$ cat config.mk
export PLATFORM = sky130hd
export DESIGN_NAME = ref_holdover_lock_detect
export DESIGN_NICKNAME = d
export VERILOG_FILES = /design/src/holdover_pkg.sv /design/src/lock_window_detect.sv /design/src/ref_holdover_lock_detect.sv
export SDC_FILE = /design/constraint.sdc
export NUM_CORES = 1
export LEC_CHECK = 0
export BUFFER_PORTS_ARGS = -buffer_cell sky130_fd_sc_hd__buf_2
export CAP_MARGIN = 20
export CORE_AREA = 2 2 148 150
export DETAILED_ROUTE_END_ITERATION = 6
export DIE_AREA = 0 0 150 152
export PLACE_DENSITY = 0.57
export SLEW_MARGIN = 20
export SYNTH_ARGS = -nofsm -noshare
export SYNTH_HDL_FRONTEND = slang
export SYNTH_SLANG_ARGS = --single-unit
export TNS_END_PERCENT = 50
$ cat constraint.sdc
create_clock -name ref_clk -period 2 [get_ports ref_clk]
set_input_delay 0.1 -clock ref_clk [delete_from_list [all_inputs] [get_ports ref_clk]]
set_output_delay 0.1 -clock ref_clk [all_outputs]
set_load 0.1 [all_outputs]
$ cat src/holdover_pkg.sv
package holdover_pkg;
	// Widths
	localparam int EXP_W = 3;
	localparam int CNT_W = 8;
	localparam int DIV_W = 8;
	localparam int LIMIT_W = 16;
	localparam int SEL_W = 2;
	localparam int PIN_N = 4;
	// Window field codes with fractional offsets, limits in half periods
	localparam logic [EXP_W-1:0] EXP_HALF = 3'h0;
	localparam logic [EXP_W-1:0] EXP_ONE_HALF = 3'h1;
	localparam logic [LIMIT_W-1:0] HALF_LIMIT = 16'h0001;
	localparam logic [LIMIT_W-1:0] ONE_HALF_LIMIT = 16'h0003;
	localparam logic [LIMIT_W-1:0] LIMIT_MAX = 16'hffff;
	// Reset values
	localparam logic [SEL_W-1:0] SEL_RESET = 2'h0;
	localparam logic [CNT_W-1:0] HOLDOFF_RESET = 8'h00;
	// Hold-off tick divider default, in ref_clk cycles
	localparam int unsigned HOLDOFF_DIV_DEFAULT = 131072;

	typedef enum logic [1:0] {
		ST_TRACK = 2'b00,
		ST_HOLD = 2'b01,
		ST_RESUME = 2'b11
	} hold_state_t;

	// Synchronised pin bundle
	typedef struct packed {
		logic ref_in;
		logic fb_in;
		logic unit_in;
		logic synth_lock;
	} pins_t;

	// Candidate reference from the priority logic
	typedef struct packed {
		logic [SEL_W-1:0] sel;
		logic valid;
	} candidate_t;

	// Lock window configuration
	typedef struct packed {
		logic [EXP_W-1:0] window_start_exponent;
		logic [EXP_W-1:0] window_end_exponent;
		logic synth_bypass_sel;
		logic [DIV_W-1:0] second_feedback_divider;
	} window_cfg_t;
endpackage

$ cat src/lock_window_detect.sv
`timescale 1ns/1ps
module lock_window_detect (
	// Clock and reset
	input wire logic ref_clk,
	input wire logic rst_n,
	// Synchronised levels
	input wire logic ref_s,
	input wire logic fb_s,
	input wire logic unit_s,
	// Configuration
	input wire holdover_pkg::window_cfg_t cfg,
	// Status
	output logic unlocked
);
	import holdover_pkg::*;

	function automatic logic [LIMIT_W-1:0] half_units(input logic [EXP_W-1:0] k);
		logic [LIMIT_W-1:0] span;
		span = LIMIT_W'((32'h1 << k) - 32'h1);
		if (k == EXP_HALF)
			return HALF_LIMIT;
		else if (k == EXP_ONE_HALF)
			return ONE_HALF_LIMIT;
		else
			return LIMIT_W'(span << 1);
	endfunction

	logic ref_prev_reg, fb_prev_reg, unit_prev_reg;
	logic [LIMIT_W-1:0] start_cnt_reg, end_cnt_reg;
	logic armed_reg, pending_reg, unlocked_reg;

	wire ref_rise = ref_s & ~ref_prev_reg;
	wire ref_edge = ref_s ^ ref_prev_reg;
	wire fb_rise = fb_s & ~fb_prev_reg;
	wire unit_edge = unit_s ^ unit_prev_reg;
	wire [LIMIT_W-1:0] start_lim = half_units(cfg.window_start_exponent); // see [RQ10] [RQ11] [RQ13]
	wire [LIMIT_W-1:0] end_base = half_units(cfg.window_end_exponent);
	wire [2*LIMIT_W-1:0] end_prod = end_base * {{(2*LIMIT_W-DIV_W){1'b0}}, cfg.second_feedback_divider};
	wire [LIMIT_W-1:0] end_lim = cfg.synth_bypass_sel ? end_prod[LIMIT_W-1:0] : end_base; // see [RQ12]
	// Feedback late after t0 but inside the end offset
	wire late_ok = fb_rise & ~armed_reg & (end_cnt_reg <= end_lim); // see [RQ9]
	// Reference edge still unpaired after the end offset: feedback missing or too late
	wire late_miss = pending_reg & (end_cnt_reg > end_lim); // see [RQ9]
	// Feedback early: wait for the reference edge within the start offset
	wire fb_early = fb_rise & ~late_ok;
	wire early_ok = armed_reg & ref_rise & (start_cnt_reg < start_lim); // see [RQ9]
	wire early_miss = armed_reg & ((ref_edge & (start_cnt_reg >= start_lim)) | fb_rise);
	wire armed_next = fb_early ? 1'b1 : ((early_ok | early_miss) ? 1'b0 : armed_reg);
	wire pending_next = (ref_rise & ~early_ok) ? 1'b1 :
		((late_ok | late_miss) ? 1'b0 : pending_reg);
	wire unlocked_next = (late_ok | early_ok) ? 1'b0 :
		((early_miss | late_miss) ? 1'b1 : unlocked_reg); // see [RQ7]
	wire [LIMIT_W-1:0] start_cnt_next = fb_rise ? '0 :
		((ref_edge && start_cnt_reg != LIMIT_MAX) ? start_cnt_reg + 1'b1 : start_cnt_reg);
	wire [LIMIT_W-1:0] end_cnt_next = ref_rise ? '0 :
		((unit_edge && end_cnt_reg != LIMIT_MAX) ? end_cnt_reg + 1'b1 : end_cnt_reg);

	always_ff @(posedge ref_clk or negedge rst_n) begin
		if (!rst_n) begin
			ref_prev_reg <= 1'b0;
			fb_prev_reg <= 1'b0;
			unit_prev_reg <= 1'b0;
			start_cnt_reg <= '0;
			end_cnt_reg <= '0;
			armed_reg <= 1'b0;
			pending_reg <= 1'b0;
			unlocked_reg <= 1'b1;
		end else begin
			ref_prev_reg <= ref_s;
			fb_prev_reg <= fb_s;
			unit_prev_reg <= unit_s;
			start_cnt_reg <= start_cnt_next;
			end_cnt_reg <= end_cnt_next;
			armed_reg <= armed_next;
			pending_reg <= pending_next;
			unlocked_reg <= unlocked_next;
		end
	end

	assign unlocked = unlocked_reg;

	window_miss_a: assert property (@(posedge ref_clk) disable iff (!rst_n) // see [RQ7]
		early_miss && !late_ok |=> unlocked)
		else $error("window miss did not report loss of lock");
	window_hit_a: assert property (@(posedge ref_clk) disable iff (!rst_n) // see [RQ9]
		armed_reg && ref_rise && start_cnt_reg < start_lim |=> !unlocked && !armed_reg)
		else $error("early feedback inside window not taken as lock");
	late_miss_a: assert property (@(posedge ref_clk) disable iff (!rst_n) // see [RQ9]
		late_miss && !early_ok |=> unlocked)
		else $error("missing feedback edge not reported as loss of lock");
endmodule // lock_window_detect

$ cat src/ref_holdover_lock_detect.sv
// What this block does
// [RQ1] Hold-off zero starts reselection, reloads counter
// [RQ2] Recovered active reference kept, valid, relock
// [RQ3] Else validated next input becomes selection
// [RQ4] Write one clears loss flag after recovery
// [RQ5] Nothing valid: stay holdover, ignore clear
// [RQ6] Revertive switching returns only when enabled
// [RQ7] Phase window decides VCXO loss of lock
// [RQ8] VCXO loss: live and sticky status bits
// [RQ9] Feedback edge inside window around reference
// [RQ10] Window fields three bits, 010 to 111
// [RQ11] Offset is two-power-k minus one periods
// [RQ12] Deterministic mode scales end by divider
// [RQ13] Codes 000/001 give half, one-half periods
// [RQ14] Software limits window fields to divider
// [RQ15] Synth loss: live, sticky, lock, interrupt
// [RQ16] Sticky bits set on event, write-one clear
`timescale 1ns/1ps
module ref_holdover_lock_detect #(
	parameter int unsigned HOLDOFF_DIV = holdover_pkg::HOLDOFF_DIV_DEFAULT
) (
	// Clock and reset
	input wire logic ref_clk,
	input wire logic rst_n,
	// Pins from outside the clock domain
	input wire holdover_pkg::pins_t pins_async,
	// Selection control
	input wire logic mode_auto_holdover,
	input wire logic active_los,
	input wire logic active_valid,
	input wire holdover_pkg::candidate_t next_candidate,
	input wire holdover_pkg::candidate_t higher_candidate,
	input wire logic revertive_enable,
	input wire logic [holdover_pkg::CNT_W-1:0] holdoff_start_value,
	input wire holdover_pkg::window_cfg_t window_cfg,
	// Write-one clear strobes
	input wire logic clear_reference_loss,
	input wire logic clear_vcxo_sticky,
	input wire logic clear_synth_sticky,
	// Selection status
	output logic [holdover_pkg::SEL_W-1:0] selected_input_status,
	output logic reference_valid_status,
	output logic reference_loss_sticky,
	output logic holdover_active,
	output logic vcxo_relock,
	output logic revertive_active,
	// Lock status
	output logic vcxo_unlock_live_n,
	output logic vcxo_unlock_sticky_n,
	output logic synth_unlock_live_n,
	output logic synth_unlock_sticky_n,
	output logic lock_out,
	output logic irq_output_n
);
	import holdover_pkg::*;

	localparam int DIVC_W = $clog2(HOLDOFF_DIV + 1);
	localparam logic [DIVC_W-1:0] DIV_LAST = DIVC_W'(HOLDOFF_DIV - 1);

	////////////////////////////////////////////////////////////////////////////////
	// Pin synchronisers
	logic [PIN_N-1:0] sync1_reg, sync2_reg;
	pins_t pins_s;

	generate
		for (genvar i = 0; i < PIN_N; i++) begin : g_sync
			always_ff @(posedge ref_clk or negedge rst_n) begin
				if (!rst_n) begin
					sync1_reg[i] <= 1'b0;
					sync2_reg[i] <= 1'b0;
				end else begin
					sync1_reg[i] <= pins_async[i];
					sync2_reg[i] <= sync1_reg[i];
				end
			end
		end
	endgenerate

	assign pins_s = sync2_reg;

	////////////////////////////////////////////////////////////////////////////////
	// Hold-off sequencing
	hold_state_t state_reg, state_next;
	logic [DIVC_W-1:0] div_reg;
	logic [CNT_W-1:0] holdoff_reg, holdoff_next;
	logic [SEL_W-1:0] sel_reg, sel_next;
	logic valid_reg, valid_next, loss_reg, loss_next, relock_reg, revert_reg;

	wire in_hold = state_reg == ST_HOLD;
	wire enter_hold = state_reg == ST_TRACK && mode_auto_holdover && active_los;
	wire tick = in_hold && div_reg == DIV_LAST;
	wire expiry = tick && holdoff_reg == HOLDOFF_RESET; // see [RQ1]
	wire keep_active = expiry && active_valid;
	wire take_next = expiry && !active_valid && next_candidate.valid;
	wire revert_ok = state_reg == ST_TRACK && revertive_enable; // see [RQ6]
	wire revert_switch = revert_ok && !enter_hold && higher_candidate.valid;
	wire [DIVC_W-1:0] div_next = (tick || !in_hold) ? '0 : div_reg + 1'b1;

	always_comb begin
		state_next = state_reg;
		holdoff_next = holdoff_reg;
		sel_next = sel_reg;
		valid_next = valid_reg;
		case (state_reg)
			ST_TRACK: begin
				if (enter_hold) begin
					state_next = ST_HOLD;
					holdoff_next = holdoff_start_value;
					valid_next = 1'b0;
				end else if (revert_switch) begin
					sel_next = higher_candidate.sel;
				end
			end
			ST_HOLD: begin
				if (expiry) begin
					holdoff_next = holdoff_start_value; // see [RQ1]
					if (keep_active) begin
						state_next = ST_RESUME; // see [RQ2]
						valid_next = 1'b1;
					end else if (take_next) begin
						state_next = ST_RESUME; // see [RQ3]
						sel_next = next_candidate.sel;
						valid_next = 1'b1;
					end
				end else if (tick) begin
					holdoff_next = holdoff_reg - 1'b1;
				end
			end
			ST_RESUME: begin
				state_next = ST_TRACK;
			end
			default: begin
				state_next = ST_TRACK;
			end
		endcase
	end

	// Loss flag: the loss event wins over a clear; clear ignored in holdover
	always_comb begin
		loss_next = loss_reg;
		if (enter_hold)
			loss_next = 1'b0;
		else if (clear_reference_loss && !in_hold && valid_reg)
			loss_next = 1'b1; // see [RQ4] [RQ5]
	end

	always_ff @(posedge ref_clk or negedge rst_n) begin
		if (!rst_n) begin
			state_reg <= ST_TRACK;
			div_reg <= '0;
			holdoff_reg <= HOLDOFF_RESET;
			sel_reg <= SEL_RESET;
			valid_reg <= 1'b1;
			loss_reg <= 1'b1;
			relock_reg <= 1'b0;
			revert_reg <= 1'b0;
		end else begin
			state_reg <= state_next;
			div_reg <= div_next;
			holdoff_reg <= holdoff_next;
			sel_reg <= sel_next;
			valid_reg <= valid_next;
			loss_reg <= loss_next;
			relock_reg <= keep_active; // see [RQ2]
			revert_reg <= revert_ok;
		end
	end

	assign selected_input_status = sel_reg;
	assign reference_valid_status = valid_reg;
	assign reference_loss_sticky = loss_reg;
	assign vcxo_relock = relock_reg;
	assign revertive_active = revert_reg;

	logic hold_out_reg;
	always_ff @(posedge ref_clk or negedge rst_n) begin
		if (!rst_n)
			hold_out_reg <= 1'b0;
		else
			hold_out_reg <= state_next == ST_HOLD;
	end
	assign holdover_active = hold_out_reg;

	////////////////////////////////////////////////////////////////////////////////
	// Lock status
	logic vcxo_unlocked;

	lock_window_detect u_window (
		.ref_clk(ref_clk),
		.rst_n(rst_n),
		.ref_s(pins_s.ref_in),
		.fb_s(pins_s.fb_in),
		.unit_s(pins_s.unit_in),
		.cfg(window_cfg),
		.unlocked(vcxo_unlocked)
	);

	logic vlive_reg, vstick_reg, slive_reg, sstick_reg, lock_reg, irq_reg;
	wire synth_unlocked = !pins_s.synth_lock;
	// Event wins over the write-one clear
	wire vstick_next = vcxo_unlocked ? 1'b0 : (clear_vcxo_sticky ? 1'b1 : vstick_reg); // see [RQ16]
	wire sstick_next = synth_unlocked ? 1'b0 : (clear_synth_sticky ? 1'b1 : sstick_reg); // see [RQ16]

	always_ff @(posedge ref_clk or negedge rst_n) begin
		if (!rst_n) begin
			vlive_reg <= 1'b0;
			vstick_reg <= 1'b0;
			slive_reg <= 1'b0;
			sstick_reg <= 1'b0;
			lock_reg <= 1'b0;
			irq_reg <= 1'b1;
		end else begin
			vlive_reg <= !vcxo_unlocked; // see [RQ8]
			vstick_reg <= vstick_next; // see [RQ8]
			slive_reg <= !synth_unlocked; // see [RQ15]
			sstick_reg <= sstick_next; // see [RQ15]
			lock_reg <= !vcxo_unlocked && !synth_unlocked;
			irq_reg <= vstick_next && sstick_next; // see [RQ15]
		end
	end

	assign vcxo_unlock_live_n = vlive_reg;
	assign vcxo_unlock_sticky_n = vstick_reg;
	assign synth_unlock_live_n = slive_reg;
	assign synth_unlock_sticky_n = sstick_reg;
	assign lock_out = lock_reg;
	assign irq_output_n = irq_reg;

	////////////////////////////////////////////////////////////////////////////////
	// Checks
	reload_count_a: assert property (@(posedge ref_clk) disable iff (!rst_n) // see [RQ1]
		expiry |=> holdoff_reg == $past(holdoff_start_value))
		else $error("hold-off counter not reloaded at expiry");
	keep_active_a: assert property (@(posedge ref_clk) disable iff (!rst_n) // see [RQ2]
		keep_active |=> $stable(selected_input_status) && valid_reg ##1 !holdover_active)
		else $error("recovered reference not kept");
	take_next_a: assert property (@(posedge ref_clk) disable iff (!rst_n) // see [RQ3]
		take_next |=> sel_reg == $past(next_candidate.sel) && valid_reg)
		else $error("next priority input not selected");
	loss_clear_a: assert property (@(posedge ref_clk) disable iff (!rst_n) // see [RQ4]
		clear_reference_loss && state_reg == ST_TRACK && valid_reg && !enter_hold |=> loss_reg)
		else $error("reference loss flag not cleared");
	no_valid_a: assert property (@(posedge ref_clk) disable iff (!rst_n) // see [RQ5]
		expiry && !active_valid && !next_candidate.valid |=> in_hold && !valid_reg && !loss_reg
		&& $stable(sel_reg))
		else $error("holdover left with no valid input");
	revert_gate_a: assert property (@(posedge ref_clk) disable iff (!rst_n) // see [RQ6]
		revertive_active |-> $past(revertive_enable) && $past(state_reg) == ST_TRACK)
		else $error("revertive switching active outside tracking");
	vcxo_sticky_a: assert property (@(posedge ref_clk) disable iff (!rst_n) // see [RQ8]
		!vcxo_unlock_live_n |-> !vcxo_unlock_sticky_n)
		else $error("vcxo sticky not set with live loss");
	synth_irq_a: assert property (@(posedge ref_clk) disable iff (!rst_n) // see [RQ15]
		synth_unlocked |=> !synth_unlock_sticky_n && !irq_output_n)
		else $error("synth loss not latched or interrupt not raised");
endmodule // ref_holdover_lock_detect

==> flow_summary.ini, run 1 <==
[critical_path]
worstReg2RegStart = u_window.start_cnt_reg[7]
startpoint = window_cfg[10]
arrival_ns = 5.42
worst_setup_path_end_kind = flip-flop
crit_fanout = 7
crit_type = in2reg
crit_required_ns = 2.27
critical_path.startpoint_type = input pin

[layout]
largest_reg_flops = 18
drive_gt1_share_pct = 28.73
mostFrequentLayoutCells = buf_4, nor2_1, dfrtp_1
final_area_um2 = 9777
diodes = 0
syn2layout_area_growth_pct = 33.78
final_nets = 1149
finish.utilization_pct = 45.79
final_common_cell = buf_4

[pwr]
power_leakage_nw = 4.720
powerDensity_nw_per_um2 = 1061
irDropWorstVdd_v = 0.0007770

[sta]
rsz0062_at_grt = yes
tns_ns = -9.275
setup_viol = 4
worst_slack_ns = -3.152
fmax_mhz = 194.1
final_hold_viol_count = 0
max_slew.worst_pin.slew_ns = 0.5346
slew_headroom_pct = 64.36
period_needed_ns = 5.152
min_period_over_period_pct = 257.6
slew_violations = 0
fin_skew_ns = 0.006015

[status]
status = finished, violations left
violations = setup timing

[placed_design]
place_congestion = 0.8050
port_buffers = 54
dpl-instance-area_um2 = 9017
place_hpwl_um = 12290

[detailed_routing]
wl_per_cell_um = 12.08
top_layer = met4
vias_per_cell = 4.547
ant_nets = 0
vias = 5816
drt-total-wl_um = 15450
dr.pass1.iters = 4
drt-initial-drc-count = 254
wl_met2_um = 7098
route.met3.wl_um = 365
m1WireLength_um = 7813
drc = 0

[logic_synthesis]
postSynthCellCount = 779
yosys_warnings = 0
ys_seq_area_share_pct = 29.86
synth_cell_types = 65
syn_area_um2 = 7308
ys_seq_elements = 87
synth_area_per_cell_um2 = 9.382
synth_edf_count = 0
synth_flop_cell = dfrtp_1
postSynth.asyncResetShare_pct = 100.0

[clock_network]
htreeDepth = 3
clock_latency_ns = 0.35
clk_pin_slew_ns = 0.06
cts_inserted_buffers = 9
clk_path_buf_depth = 2
cts_tree = built
clock-sinks = 87
cts-root-buf = clkbuf_16

[floorplan]
start_util_pct = 34.23
ios = 55
fp.dieW_um = 150
coreArea_um2 = 21350
dieArea_um2 = 22800
rows = 54
die_h_um = 152

[global_route]
grtUsageTotal_pct = 14.44
grt_max_degree = 42
grt_pass1_wl_um = 27260
grt.overflow.total = 0
grt_pass1_vias = 5850
antenna_found_initial = 0

[min_path]
hold_class = in2reg
min_from = clear_reference_loss

[run]
cap_violations = 0
stage by stage:
stage / std cells / hold slack, ns / setup WS, ns / total power, mW
6_report: 1279 / 0.007477 / -3.152 / 10.37
5_1_grt: 1279 / 0.01989 / -3.421 / 11.35
4_1_cts: 1269 / 0.001880 / -3.205 / 10.18
3_5_place_dp: 1237 / 0.1183 / -3.642 / 8.063
3_3_place_gp: 1237 / 0.1232 / -3.648 / 8.013
2_1_floorplan: 805 / -0.1956 / -3.098 / 6.283
report_power, final:
part	leakage [nW]	internal, mW	total [mW]	switching (mW)
clock network	0.156	1.10	1.82	0.725
registers	1.11	2.01	2.24	0.230
logic	3.45	3.04	6.30	3.27
synth_stat cells, drive strengths merged (3+ instances only):
library cell | number | area [um^2]
nand3 | 29 | 145.1
nand3b | 4 | 30.03
nand4 | 18 | 133.9
and2 | 39 | 244.0
mux2i | 6 | 60.06
and3 | 11 | 68.82
a21o | 5 | 37.54
o211ai | 3 | 22.52
dfrtp | 83 | 2077
nand2 | 60 | 225.2
nor4 | 6 | 52.55
nor2b | 13 | 81.33
or3 | 4 | 25.02
nor2 | 92 | 347.8
ha | 53 | 663.1
mux2 | 5 | 60.05
a21oi | 26 | 133.9
a221o | 4 | 40.04
a31oi | 7 | 58.81
clkbuf | 12 | 45.04
o21ai | 18 | 90.08
o21bai | 4 | 30.03
o21a | 6 | 45.04
xor2 | 33 | 289.0
fa | 60 | 1201
and4 | 5 | 48.80
dfstp | 4 | 105.1
a41oi | 3 | 33.79
inv | 91 | 341.6
nor3 | 18 | 95.09
xnor2 | 24 | 210.2
nand2b | 5 | 31.28
critical path, cell delays in order:
cell and delay [ns]:
buf_12 0.11, or3_4 0.43, and2_4 0.16, fa_2 0.56, fa_2 0.45, fa_1 0.51
inv_2 0.04, fa_1 0.52, inv_2 0.05, ha_4 0.17, nor2_1 0.14, o21a_4 0.17
buf_4 0.10, o211a_1 0.16, nor3_2 0.05, nand3b_1 0.17, ha_1 0.30, nand4_1 0.17
nor3_2 0.24, a21boi_4 0.22, o31ai_4 0.09, buf_4 0.14, a211o_1 0.22, a31oi_1 0.13
what timing repair did:
action,4_1_cts,5_1_grt
setup buffers,5,10
pin swaps,33,45
gates resized for setup,27,35
hold buffers,11,0
endpoints found under the setup margin,5,13
endpoints found under the hold margin,46,0
metal layers:
layer	up-vias	global-route usage, %
met5	-	0
met4	0	3.684
met3	15	2.222
met2	58	22.53
met1	2743	20.97
li1	3000	-
path summary, 6_finish.rpt:
path	end	slack (ns)	cells after the start
worst max-delay path	u_window.unlocked	-3.15	24
worst min-delay path	reference_loss_sticky	0.007	3
worst max register to register	u_window.unlocked	-0.10	8
worst min register to register	pins_s[1]	0.35	0
max in group asynchronous	u_window.unlocked	1.09	3
min in group asynchronous	selected_input_status[1]	0.27	2
layout make-up:
| type | count | area [um^2] |
|---|---|---|
| flip-flops and latches | 87 | 2182 |
| repair buffers | 192 | 1404 |
| clock buffers | 9 | 225.2 |
| clock inverters | 7 | 95.09 |
| well taps | 280 | 350.3 |
| fillers | 2090 | 11570 |
| inverters | 91 | 341.6 |
| multi-input cells | 613 | 5179 |
cell families after synthesis:
kind of cell             synth area share (%)
AND/OR/NAND/NOR                         21.81
adder cells (fa/ha/maj)                 25.51
buffers and inverters                   5.427
AO/OA/AOI/OAI                           8.817
flip-flops                              29.86
XOR/XNOR                                6.831
multiplexers                            1.643
other                                  0.1028
Note: power is estimated with default switching activity, not from simulation.
==> run 2: changes to the inputs <==
Settings changed: MAX_ROUTING_LAYER from default to met4.
==> run 2 against run 1 <==
Against the previous run: the run still ends with setup timing left; first-iteration DRC count rose by 1.2%; wire length fell by 0.17%; sequential cell count did not move; critical path depth did not move; fmax barely moved; clock power barely moved; register-to-register slack barely moved; final area did not move; hold slack improved by 0.0016 ns; clock-buffer cell count did not move; global-route usage rose by 0.41 points; non-clock buffer count did not move; largest power group unchanged.
==> flow_summary.ini, run 2 (synthesis results as in run 1) <==
[status]
status = finished, violations left
violations = setup timing

[clock_network]
clk_pin_slew_ns = 0.06
clock-sinks = 87
cts_inserted_buffers = 9
clock_latency_ns = 0.35
htreeDepth = 3
cts-root-buf = clkbuf_16
clk_path_buf_depth = 2
cts_tree = built

[layout]
diodes = 0
syn2layout_area_growth_pct = 33.78
mostFrequentLayoutCells = buf_4, nor2_1, dfrtp_1
final_nets = 1149
drive_gt1_share_pct = 28.73
largest_reg_flops = 18
layoutNonFillerInstCount = 1279
final_common_cell = buf_4

[critical_path]
critical_path.startpoint_type = input pin
crit_required_ns = 2.27
crit_type = in2reg
startpoint = window_cfg[10]
arrival_ns = 5.42
worstReg2RegStart = u_window.start_cnt_reg[7]
worst_setup_path_end_kind = flip-flop
crit_fanout = 7

[pwr]
powerDensity_nw_per_um2 = 1060
power_leakage_nw = 4.720
irDropWorstVdd_v = 0.0007770

[min_path]
min_from = clear_reference_loss
hold_class = in2reg

[sta]
worst_slack_ns = -3.153
slew_headroom_pct = 64.36
setup_viol = 3
slew_violations = 0
period_needed_ns = 5.153
tns_ns = -9.277
fin_hold_ws_ns = 0.009090
fin_skew_ns = 0.005259
min_period_over_period_pct = 257.7
rsz0062_at_grt = yes
final_hold_viol_count = 0
fmax_mhz = 194.1
max_slew.worst_pin.slew_ns = 0.5346

[floorplan]
dieArea_um2 = 22800
fp.dieW_um = 150
die_h_um = 152
coreArea_um2 = 21350
ios = 55
rows = 54
start_util_pct = 34.23

[detailed_routing]
vias = 5820
ant_nets = 0
dr.pass1.iters = 4
vias_per_cell = 4.550
drc = 0
drt-total-wl_um = 15420
drt-initial-drc-count = 257
wl_per_cell_um = 12.06

[placed_design]
port_buffers = 54
dpl.cell_count = 1237
place_hpwl_um = 12290
place_congestion = 0.8168

[global_route]
grtUsageTotal_pct = 14.85
grt_max_degree = 42
antenna_found_initial = 0
grt.overflow.total = 0
gr-usage-met3_pct = 1.892
met1_usage_pct = 20.92
grt_pass1_wl_um = 27220
grt_pass1_vias = 5856
grt-busiest-layer = met2
gr-usage-met2_pct = 22.57

[run]
cap_violations = 0
run 2: cell type report:
| cell class | count | area [um^2] |
|---|---|---|
| Fill cell | 2090 | 11570 |
| Multi-Input combinational cell | 613 | 5179 |
| Sequential cell | 87 | 2182 |
| Timing Repair Buffer | 192 | 1404 |
| Tap cell | 280 | 350.3 |
| Inverter | 91 | 341.6 |
| Clock buffer | 9 | 225.2 |
| Clock inverter | 7 | 95.09 |
run 2: power breakdown:
group,internal [mW],switching (mW)
Clock,1.10,0.719
Combinational,3.04,3.27
Sequential,2.01,0.229
Total,6.15,4.21
run 2: final timing paths:
kind                                       endpoint  slack, ns  cells after the start
min reg2reg                               pins_s[1]       0.35                      0
max reg2reg                       u_window.unlocked      -0.10                      8
max in group asynchronous         u_window.unlocked       1.08                      3
min                           reference_loss_sticky      0.009                      3
max                               u_window.unlocked      -3.15                     24
min in group asynchronous  selected_input_status[1]       0.26                      2
run 2: per-stage QoR:
stage / util [%] / worst slack (ns) / cell area, um^2 / power (mW)
2_1_floorplan: - / -3.098 / 7616 / 6.283
3_3_place_gp: 42.24 / -3.648 / 9017 / 8.013
3_5_place_dp: 42.24 / -3.642 / 9017 / 8.063
4_1_cts: 44.78 / -3.205 / 9560 / 10.18
5_1_grt: 45.79 / -3.422 / 9777 / 11.35
6_report: 45.79 / -3.153 / 9777 / 10.36
run 2: timing repair:
action | 4_1_cts | 5_1_grt
pin swaps | 33 | 45
gates resized for setup | 27 | 35
setup buffers | 5 | 10
endpoints found under the hold margin | 46 | 0
hold buffers | 11 | 0
setup endpoints to repair | 5 | 13
run 2: worst max-delay path, stage by stage:
cell      delay [ns]
buf_12          0.11
or3_4           0.43
and2_4          0.16
fa_2            0.56
fa_2            0.45
fa_1            0.51
inv_2           0.04
fa_1            0.52
inv_2           0.05
ha_4            0.17
nor2_1          0.14
o21a_4          0.17
buf_4           0.10
o211a_1         0.16
nor3_2          0.05
nand3b_1        0.17
ha_1            0.30
nand4_1         0.17
nor3_2          0.24
a21boi_4        0.22
o31ai_4         0.09
buf_4           0.14
a211o_1         0.22
a31oi_1         0.13
run 2: layer usage:
layer / up-vias / share of wire (%)
li1: 3000 / -
met1: 2748 / 50
met2: 58 / 46
met3: 14 / 2.1
met4: 0 / 1.2
met5: - / 0
